[config.mk]
export PLATFORM = sky130hd
export DESIGN_NAME = lsbu_core
export DESIGN_NICKNAME = d
export VERILOG_FILES = /design/src/lsbu_pkg.sv /design/src/lsbu_core.sv /design/src/lsbu_bit_unit.sv
export SDC_FILE = /design/constraint.sdc
export NUM_CORES = 1
export LEC_CHECK = 0
export ABC_AREA = 1
export ABC_CLOCK_PERIOD_IN_PS = 9800
export BUFFER_PORTS_ARGS = -buffer_cell sky130_fd_sc_hd__buf_2
export CAP_MARGIN = 20
export CORE_MARGIN = 2
export CORE_UTILIZATION = 45
export DETAILED_ROUTE_END_ITERATION = 16
export PLACE_DENSITY = 0.66
export RECOVER_POWER = 50
export SETUP_SLACK_MARGIN = 0.3
export SYNTH_ARGS = -nofsm -noshare
export SYNTH_HDL_FRONTEND = slang
export SYNTH_SLANG_ARGS = --single-unit
[constraint.sdc]
create_clock -name sys_clk_in -period 9.8 [get_ports sys_clk_in]
set_input_delay 1.96 -clock sys_clk_in [delete_from_list [all_inputs] [get_ports sys_clk_in]]
set_output_delay 1.96 -clock sys_clk_in [all_outputs]
set_load 0.02 [all_outputs]
[src/lsbu_pkg.sv]
// shared types and constants of the logic, shift and bit operation unit
package lsbu_pkg;

  localparam int unsigned DATA_W = 32;
  localparam int unsigned ADDR_W = 32;
  localparam int unsigned BYTE_W = 8;
  localparam int unsigned BITNO_W = 3;
  localparam int unsigned MSB_W = 5;

  localparam logic [MSB_W-1:0] MSB_BYTE = 5'h07;
  localparam logic [MSB_W-1:0] MSB_WORD = 5'h0F;
  localparam logic [MSB_W-1:0] MSB_LONG = 5'h1F;

  localparam logic [DATA_W-1:0] MASK_BYTE = 32'h000000FF;
  localparam logic [DATA_W-1:0] MASK_WORD = 32'h0000FFFF;
  localparam logic [DATA_W-1:0] MASK_LONG = 32'hFFFFFFFF;

  typedef enum logic [1:0] {
    SZ_BYTE = 2'b00,
    SZ_WORD = 2'b01,
    SZ_LONG = 2'b10
  } lsbu_size_t;

  typedef enum logic [4:0] {
    OP_AND = 5'h00,
    OP_OR = 5'h01,
    OP_XOR = 5'h02,
    OP_NOT = 5'h03,
    OP_ARITH_SHIFT_LEFT = 5'h04,
    OP_ARITH_SHIFT_RIGHT = 5'h05,
    OP_LOGIC_SHIFT_LEFT = 5'h06,
    OP_LOGIC_SHIFT_RIGHT = 5'h07,
    OP_ROTATE_LEFT = 5'h08,
    OP_ROTATE_RIGHT = 5'h09,
    OP_ROTATE_LEFT_THROUGH_CARRY = 5'h0A,
    OP_ROTATE_RIGHT_THROUGH_CARRY = 5'h0B,
    OP_BIT_SET_OP = 5'h0C,
    OP_BIT_CLEAR_OP = 5'h0D,
    OP_BIT_INVERT_OP = 5'h0E,
    OP_BIT_TEST_OP = 5'h0F,
    OP_CARRY_AND_BIT = 5'h10,
    OP_CARRY_AND_INV_BIT = 5'h11,
    OP_CARRY_OR_BIT = 5'h12,
    OP_CARRY_OR_INV_BIT = 5'h13,
    OP_CARRY_XOR_BIT = 5'h14,
    OP_CARRY_XOR_INV_BIT = 5'h15,
    OP_LOAD_BIT_TO_CARRY = 5'h16,
    OP_LOAD_INV_BIT_TO_CARRY = 5'h17
  } lsbu_op_t;

  typedef enum logic [1:0] {
    ST_IDLE = 2'b00,
    ST_READ = 2'b01,
    ST_WRITE = 2'b10
  } lsbu_state_t;

  typedef struct packed {
    lsbu_op_t op;
    lsbu_size_t size;
    logic [DATA_W-1:0] dst;
    logic [DATA_W-1:0] src;
    logic [DATA_W-1:0] imm;
    logic use_imm;
    logic shift_two;
    logic [BITNO_W-1:0] bit_imm;
    logic [BYTE_W-1:0] bit_reg;
    logic bit_from_reg;
    logic to_mem;
    logic [ADDR_W-1:0] addr;
    logic carry;
  } lsbu_req_t;

  typedef struct packed {
    logic [DATA_W-1:0] data;
    logic reg_we;
    logic c;
    logic c_we;
    logic z;
    logic z_we;
    logic n;
    logic n_we;
    logic v;
    logic v_we;
  } lsbu_res_t;

  typedef struct packed {
    logic req;
    logic we;
    logic [ADDR_W-1:0] addr;
    logic [BYTE_W-1:0] wdata;
  } lsbu_mem_t;

  typedef struct packed {
    lsbu_state_t state;
    lsbu_req_t req;
    lsbu_res_t res;
    logic res_valid;
    lsbu_mem_t mem;
  } lsbu_regs_t;

  localparam lsbu_regs_t REGS_RESET = '{state: ST_IDLE, default: '0};

endpackage : lsbu_pkg

[src/lsbu_core.sv]
// logic, shift, rotate and single-bit operation datapath with memory byte access
module lsbu_core
  import lsbu_pkg::*;
(
  input wire logic sys_clk_in,
  input wire logic sys_rst_in,
  input wire logic req_valid_in,
  input wire lsbu_req_t req_in,
  output logic req_ready_out,
  output logic res_valid_out,
  output lsbu_res_t res_out,
  output lsbu_mem_t mem_out,
  input wire logic mem_ack_in,
  input wire logic [BYTE_W-1:0] mem_rdata_in
);

  lsbu_regs_t regs_r;
  lsbu_regs_t regs_nxt;

  lsbu_req_t cq;
  lsbu_res_t calc;
  logic [DATA_W-1:0] opnd;
  logic [DATA_W-1:0] b_op;
  logic [DATA_W-1:0] mask;
  logic [DATA_W-1:0] lg;
  logic [MSB_W-1:0] msb;
  logic [BITNO_W-1:0] pos;
  logic [BYTE_W-1:0] mod_byte;
  logic sel_bit;
  logic is_bit_op;
  logic is_modify;
  logic force_imm;
  logic [DATA_W:0] step1;
  logic [DATA_W:0] step2;

  // one shift or rotate step within the operand size; returns {carry, value}
  function automatic logic [DATA_W:0] shift1(
    input logic [DATA_W-1:0] x,
    input logic [MSB_W-1:0] m,
    input lsbu_op_t op,
    input logic c
  );
    logic [DATA_W-1:0] nx;
    logic co;
    nx = x;
    co = c;
    case (op)
      OP_ARITH_SHIFT_LEFT, OP_LOGIC_SHIFT_LEFT: begin
        nx = {x[DATA_W-2:0], 1'b0};
        co = x[m];
      end
      OP_ARITH_SHIFT_RIGHT: begin
        nx = {1'b0, x[DATA_W-1:1]};
        nx[m] = x[m];
        co = x[0];
      end
      OP_LOGIC_SHIFT_RIGHT: begin
        nx = {1'b0, x[DATA_W-1:1]};
        nx[m] = 1'b0;
        co = x[0];
      end
      OP_ROTATE_LEFT: begin
        nx = {x[DATA_W-2:0], x[m]};
        co = x[m];
      end
      OP_ROTATE_RIGHT: begin
        nx = {1'b0, x[DATA_W-1:1]};
        nx[m] = x[0];
        co = x[0];
      end
      OP_ROTATE_LEFT_THROUGH_CARRY: begin
        nx = {x[DATA_W-2:0], c};
        co = x[m];
      end
      OP_ROTATE_RIGHT_THROUGH_CARRY: begin
        nx = {1'b0, x[DATA_W-1:1]};
        nx[m] = c;
        co = x[0];
      end
      default: begin
        nx = x;
        co = c;
      end
    endcase
    return {co, nx};
  endfunction : shift1

  // in idle the live request is decoded; later the stored one is
  assign cq = (regs_r.state == ST_IDLE) ? req_in : regs_r.req;
  assign req_ready_out = (regs_r.state == ST_IDLE);
  assign res_valid_out = regs_r.res_valid;
  assign res_out = regs_r.res;
  assign mem_out = regs_r.mem;

  // memory operand only exists while the read is being answered
  assign opnd = (regs_r.state == ST_READ) ? {24'h000000, mem_rdata_in} : cq.dst;
  assign b_op = cq.use_imm ? cq.imm : cq.src;

  assign is_bit_op = (cq.op >= OP_BIT_SET_OP) && (cq.op <= OP_LOAD_INV_BIT_TO_CARRY);
  assign is_modify = (cq.op == OP_BIT_SET_OP) || (cq.op == OP_BIT_CLEAR_OP) ||
                     (cq.op == OP_BIT_INVERT_OP);
  assign force_imm = (cq.op == OP_CARRY_AND_INV_BIT) || (cq.op == OP_CARRY_OR_INV_BIT) ||
                     (cq.op == OP_CARRY_XOR_INV_BIT) || (cq.op == OP_LOAD_INV_BIT_TO_CARRY);

  // inverted carry variants ignore the register bit number
  assign pos = (cq.bit_from_reg && !force_imm) ? cq.bit_reg[BITNO_W-1:0] : cq.bit_imm;

  lsbu_bit_unit u_bit (
    .byte_in(opnd[BYTE_W-1:0]),
    .pos_in(pos),
    .op_in(cq.op),
    .byte_out(mod_byte),
    .bit_out(sel_bit)
  );

  always_comb begin
    unique case (cq.size)
      SZ_BYTE: begin
        msb = MSB_BYTE;
        mask = MASK_BYTE;
      end
      SZ_WORD: begin
        msb = MSB_WORD;
        mask = MASK_WORD;
      end
      SZ_LONG: begin
        msb = MSB_LONG;
        mask = MASK_LONG;
      end
      default: begin
        msb = MSB_LONG;
        mask = MASK_LONG;
      end
    endcase
  end

  // two-position forms chain two single steps so the carry threads through
  assign step1 = shift1(opnd, msb, cq.op, cq.carry);
  assign step2 = cq.shift_two ? shift1(step1[DATA_W-1:0], msb, cq.op, step1[DATA_W])
                              : step1;

  always_comb begin
    lg = opnd;
    calc = '0;
    unique case (cq.op)
      OP_AND: begin
        lg = opnd & b_op;
      end
      OP_OR: begin
        lg = opnd | b_op;
      end
      OP_XOR: begin
        lg = opnd ^ b_op;
      end
      OP_NOT: begin
        lg = ~opnd;
      end
      OP_ARITH_SHIFT_LEFT, OP_ARITH_SHIFT_RIGHT, OP_LOGIC_SHIFT_LEFT,
      OP_LOGIC_SHIFT_RIGHT, OP_ROTATE_LEFT, OP_ROTATE_RIGHT,
      OP_ROTATE_LEFT_THROUGH_CARRY, OP_ROTATE_RIGHT_THROUGH_CARRY: begin
        lg = step2[DATA_W-1:0];
        calc.c = step2[DATA_W];
        calc.c_we = 1'b1;
      end
      OP_BIT_SET_OP, OP_BIT_CLEAR_OP, OP_BIT_INVERT_OP: begin
        lg = opnd;
      end
      OP_BIT_TEST_OP: begin
        calc.z = ~sel_bit;
        calc.z_we = 1'b1;
      end
      OP_CARRY_AND_BIT: begin
        calc.c = cq.carry & sel_bit;
        calc.c_we = 1'b1;
      end
      OP_CARRY_AND_INV_BIT: begin
        calc.c = cq.carry & ~sel_bit;
        calc.c_we = 1'b1;
      end
      OP_CARRY_OR_BIT: begin
        calc.c = cq.carry | sel_bit;
        calc.c_we = 1'b1;
      end
      OP_CARRY_OR_INV_BIT: begin
        calc.c = cq.carry | ~sel_bit;
        calc.c_we = 1'b1;
      end
      OP_CARRY_XOR_BIT: begin
        calc.c = cq.carry ^ sel_bit;
        calc.c_we = 1'b1;
      end
      OP_CARRY_XOR_INV_BIT: begin
        calc.c = cq.carry ^ ~sel_bit;
        calc.c_we = 1'b1;
      end
      OP_LOAD_BIT_TO_CARRY: begin
        calc.c = sel_bit;
        calc.c_we = 1'b1;
      end
      OP_LOAD_INV_BIT_TO_CARRY: begin
        calc.c = ~sel_bit;
        calc.c_we = 1'b1;
      end
      // undefined codes pass the operand through untouched
      default: begin
        lg = opnd;
      end
    endcase
    if (!is_bit_op) begin
      // upper bits outside the operand size keep the destination's value
      calc.data = (cq.dst & ~mask) | (lg & mask);
      calc.reg_we = 1'b1;
      calc.n = lg[msb];
      calc.n_we = 1'b1;
      calc.z = ((lg & mask) == '0);
      calc.z_we = 1'b1;
      calc.v = 1'b0;
      calc.v_we = 1'b1;
    end else if (is_modify) begin
      if (cq.to_mem) begin
        calc.data = {24'h000000, mod_byte};
        calc.reg_we = 1'b0;
      end else begin
        calc.data = {cq.dst[DATA_W-1:BYTE_W], mod_byte};
        calc.reg_we = 1'b1;
      end
    end else begin
      calc.data = opnd;
      calc.reg_we = 1'b0;
    end
  end

  always_comb begin
    regs_nxt = regs_r;
    regs_nxt.res_valid = 1'b0;
    unique case (regs_r.state)
      ST_IDLE: begin
        if (req_valid_in) begin
          if (is_bit_op && req_in.to_mem) begin
            // memory operand: fetch the byte first
            regs_nxt.req = req_in;
            regs_nxt.state = ST_READ;
            regs_nxt.mem.req = 1'b1;
            regs_nxt.mem.we = 1'b0;
            regs_nxt.mem.addr = req_in.addr;
          end else begin
            regs_nxt.res = calc;
            regs_nxt.res_valid = 1'b1;
          end
        end
      end
      ST_READ: begin
        if (mem_ack_in) begin
          regs_nxt.res = calc;
          if (is_modify) begin
            // whole byte goes back, only the chosen bit differs
            regs_nxt.state = ST_WRITE;
            regs_nxt.mem.we = 1'b1;
            regs_nxt.mem.wdata = mod_byte;
          end else begin
            // test and carry ops leave memory untouched
            regs_nxt.state = ST_IDLE;
            regs_nxt.mem.req = 1'b0;
            regs_nxt.res_valid = 1'b1;
          end
        end
      end
      ST_WRITE: begin
        if (mem_ack_in) begin
          regs_nxt.state = ST_IDLE;
          regs_nxt.mem.req = 1'b0;
          regs_nxt.mem.we = 1'b0;
          regs_nxt.res_valid = 1'b1;
        end
      end
      default: begin
        regs_nxt = REGS_RESET;
      end
    endcase
  end

  always_ff @(posedge sys_clk_in or posedge sys_rst_in) begin
    if (sys_rst_in) begin
      regs_r <= REGS_RESET;
    end else begin
      regs_r <= regs_nxt;
    end
  end

endmodule : lsbu_core

[src/lsbu_bit_unit.sv]
// single-bit select and modify on one byte operand
module lsbu_bit_unit
  import lsbu_pkg::*;
(
  input wire logic [BYTE_W-1:0] byte_in,
  input wire logic [BITNO_W-1:0] pos_in,
  input wire lsbu_op_t op_in,
  output logic [BYTE_W-1:0] byte_out,
  output logic bit_out
);

  always_comb begin
    byte_out = byte_in;
    bit_out = byte_in[pos_in];
    case (op_in)
      OP_BIT_SET_OP: begin
        byte_out[pos_in] = 1'b1;
      end
      OP_BIT_CLEAR_OP: begin
        byte_out[pos_in] = 1'b0;
      end
      OP_BIT_INVERT_OP: begin
        byte_out[pos_in] = ~byte_in[pos_in];
      end
      // test and carry ops never change the operand
      default: begin
        byte_out = byte_in;
      end
    endcase
  end

endmodule : lsbu_bit_unit

==> summary.md <==
| Metric | Value |
|---|---|
| Initial antenna violation count | `2` |
| IO buf count | `~240` |
| Post-Syn Area per Cell | `6.79 µm²` |
| Final Hold Viols | `0` |
| CP cell instances | `buf_2 > clkinvlp_2 > clkbuf_2` |
| Most frequent cell after synthesis | `nand2_1` |
| Num CTS Buffers | `17` |
| LEAKAGE | `8.75 nW` |
| Total grt overflow | `0` |
| First-pass GRT wire length | `between 80000 and 90000 µm` |
| Hold Crit Class | `reg -> reg` |
| Worst path depth | `3` |
| Worst setup EP type | `async pin` |
| CP max stage delay | `approximately 3200 ps` |
| Setup Total Neg Slack | `0 ps` |
| Reg area | `4950 µm²` |
| Worst Hold Depth | `2` |
| Highest clock rate | `roughly 150 MHz` |
| Hpwl dp | `just under 40000 µm` |
| Vias post-DR | `roughly 15000` |
| Worst-path fanout max | `128` |
| Gpl congestion | `between 1 and 1.5` |
| Area of the multi-input gates | `~7800 µm²` |
| Clock power share | `0.118` |
| Largest delay share family, worst path | `buffers and inverters` |
| Util after Layout | `0.495` |
| Clock skew | `between 10 and 15 ps` |
| Top cells by area, synth | `dfrtp_1 (32%), nand2_1 (13%), inv_1 (8.7%), o21ai_0 (7.3%), ha_1 (5.6%)` |
| Register area share after synthesis | `0.323` |
| Reg2reg path depth | `19` |
| Cell variety after synth | `50` |
| Run status | `finished, violations left` |
| Hold buffers post-CTS | `0` |
| Hold EP | `res_out[16]` |
| Post-CTS Setup Inserts | `0` |
| Gr usage total | `0.299` |
| Die span in x | `between 150 and 200 µm` |
| R2r endpoint | `res_out[5]` |
| Worst Path Arrival | `7050 ps` |
| Design area | `between 15000 and 20000 µm²` |
| Max-cap viol count | `2` |
| Detail Route Antenna Nets | `0` |
| CTS tree | `built` |
| CP Launch Point | `sys_rst_in` |
| CTS H-Tree Depth | `4` |
| Part of the power in combinational logic | `0.680` |
| Core area | `~34000 µm²` |
| Initial drt markers | `approximately 1200` |
| Yosys top cell by area | `dfrtp_1` |
| Router iterations before antenna repair | `5` |
| Slowest cell on crit path | `clkinvlp_2` |
| Ys async rst share | `1.00` |
| WL/cell | `~19 µm` |
| Rows | `67` |
| Vias in the first global route | `~15000` |
| Reg power frac | `0.203` |
| Endpoints failing setup | `0` |
| Overall power | `around 6 mW` |
| Minimum clock period | `around 6800 ps` |
| Fill cell count | `~3400` |
| Period utilization | `0.694` |
| Final number of max-transition violations | `~200` |
| Worst Setup Path Type | `in -> async` |
| Area Overhead vs Synth | `8.17%` |
| Synth top cells by count | `nand2_1 (538), inv_1 (356), o21ai_0 (223), dfrtp_1 (198), nand3_1 (155)` |
| Clock Latency Late Sink | `460 ps` |
| EDFF count, synth | `0` |
| Worst R2R Setup Slack | `approximately 3800 ps` |
| Io pins | `~250` |
| Net count after synthesis | `about 2500` |
| Routed WL | `53200 µm` |
| Post-Synthesis Cells | `around 2300` |
| Dpl cell area | `between 15000 and 20000 µm²` |
| Initial Util | `0.458` |
| CTS Root Buffer Type | `clkbuf_16` |
| Internal power | `between 2 and 3 mW` |
| Full die area | `35600 µm²` |
| Startpoint types | `primary input` |
| Critical Path RT | `approximately 10000 ps` |
| Min Hold Slack | `492 ps` |
| Die Y-Extent | `189 µm` |
| Failing checks | `capacitance limit, slew limit` |
| RR Startpoint | `regs_r[235]` |
| Post-Syn Area | `roughly 15000 µm²` |
| Clock Sink Count | `a little under 200` |
| RSZ-0062 raised after global routing | `no` |
| Hold Path Origin | `res_out[16]` |
| Largest net degree at the start of global routing | `129` |
| Pwr dens | `around 360 nW/µm²` |
| Residual DRC count | `0` |
| Rel. slew slack | `-2.89` |
| Nets | `between 2000 and 3000` |
| Switching power share of the total | `0.575` |
| Share of post-route cells with drive strength above 1 | `0.125` |
| Synth Register Bits | `198` |
| Ys flop type | `dfrtp_1` |
| Post-CTS sizing | `0` |
| Least-Margin Pin Slew | `a little under 6000 ps` |
| Via-to-Cell Ratio | `roughly 5.5` |
| Sw power | `approximately 3.4 mW` |
| Clock transition at path regs | `80 ps` |
| Yosys warning count | `0` |
| Crit path buf inv count | `3` |
| VDD IR-drop max | `0.272 mV` |
| Top cell type's share of synthesized area | `0.323` |
| Clock Path Buffers | `2` |
## tightest hold or removal path, stage by stage (launching register included)
cell and delay, ps:
dfrtp_1 360, nand2_1 50, nand2_1 50
## through the flow
step | setup WS [ps] | instances
floorplan | 2440 | 2260
detailed placement | 3620 | 2760
global placement | 3650 | 2757
CTS | 3840 | 2792
finish | 2990 | 2794
global route | 1870 | 2794
## layer usage
layer | vias up | routed length, µm | GRT usage | part of all wire
met2 | 594 | 24000 | 0.475 | 0.45
met5 | - | 11 | 0 | 0.00021
met4 | 2 | 1640 | 0.106 | 0.031
met1 | 7239 | 23700 | 0.409 | 0.45
li1 | 7424 | - | - | -
met3 | 101 | 3770 | 0.0546 | 0.071
## flip-flops by register name (all words and copies together) (netlist names)
name and cells:
res_valid_out 1, regs_r 116, mem_out 42, res_out 39
## how the worst max path moves through the flow
stage	end	slack (ps)
final	res_out[27]	2990
after CTS	res_out[5]	3840
after detailed placement	regs_r[146]	3620
after global routing	res_out[27]	1870
after global placement	res_out[5]	3650
after floorplan	mem_out[0]	2440
## cell usage in the layout (no fill, tap or decap), types with 4 or more instances in the layout
master      count
nand2_2        17
o21ai_1        34
ha_1           68
inv_6           6
o211ai_1       38
nand4_1         5
clkbuf_16      17
nor2_2         16
o22ai_1       114
o21ai_2         6
clkbuf_1       83
nor2_1         87
inv_1         355
a211oi_1        7
nor2_4          6
buf_2         158
nand2_1       538
a21oi_1        72
nor3_1          6
dfrtp_1       198
o31ai_1        22
nand3_1       154
buf_4          15
nand3_2         4
o21ai_0       223
nand3b_1        4
clkinvlp_4      4
a22o_1          6
a221oi_1       19
inv_2          18
## cells by family (layout without fill, tap and decap cells)
| group | count (synthesis) | count (layout) | share of synthesized area |
|---|---|---|---|
| AOI/OAI and AO/OA | 559 | 559 | 0.215 |
| xor gates and xnor gates | 1 | 1 | 0.000571 |
| adders and majority gates | 69 | 69 | 0.0562 |
| buffers and inverters | 584 | 669 | 0.172 |
| DFF | 198 | 198 | 0.323 |
| muxes | 1 | 1 | 0.000652 |
| other | 1 | 2 | 0.000244 |
| and+or+nand+nor | 847 | 847 | 0.233 |
## final cells by class
type                            count  area share
Clock buffer                       17      0.0256
Timing Repair Buffer              261      0.0781
Tap cell                          448      0.0337
Multi-Input combinational cell   1478       0.470
Sequential cell                   198       0.298
Clock inverter                     15     0.00829
Antenna cell                        1    0.000151
Inverter                          376      0.0853
## power by group through the flow
stage,logic (mW),registers [mW],clock network (mW)
floorplan,2.95,1.19,0
global placement,3.90,1.21,0
detailed placement,4.00,1.22,0
CTS,4.02,1.21,0.718
global route,4.48,1.24,0.747
finish,4.06,1.21,0.702
(Power assumes the default switching activity.)
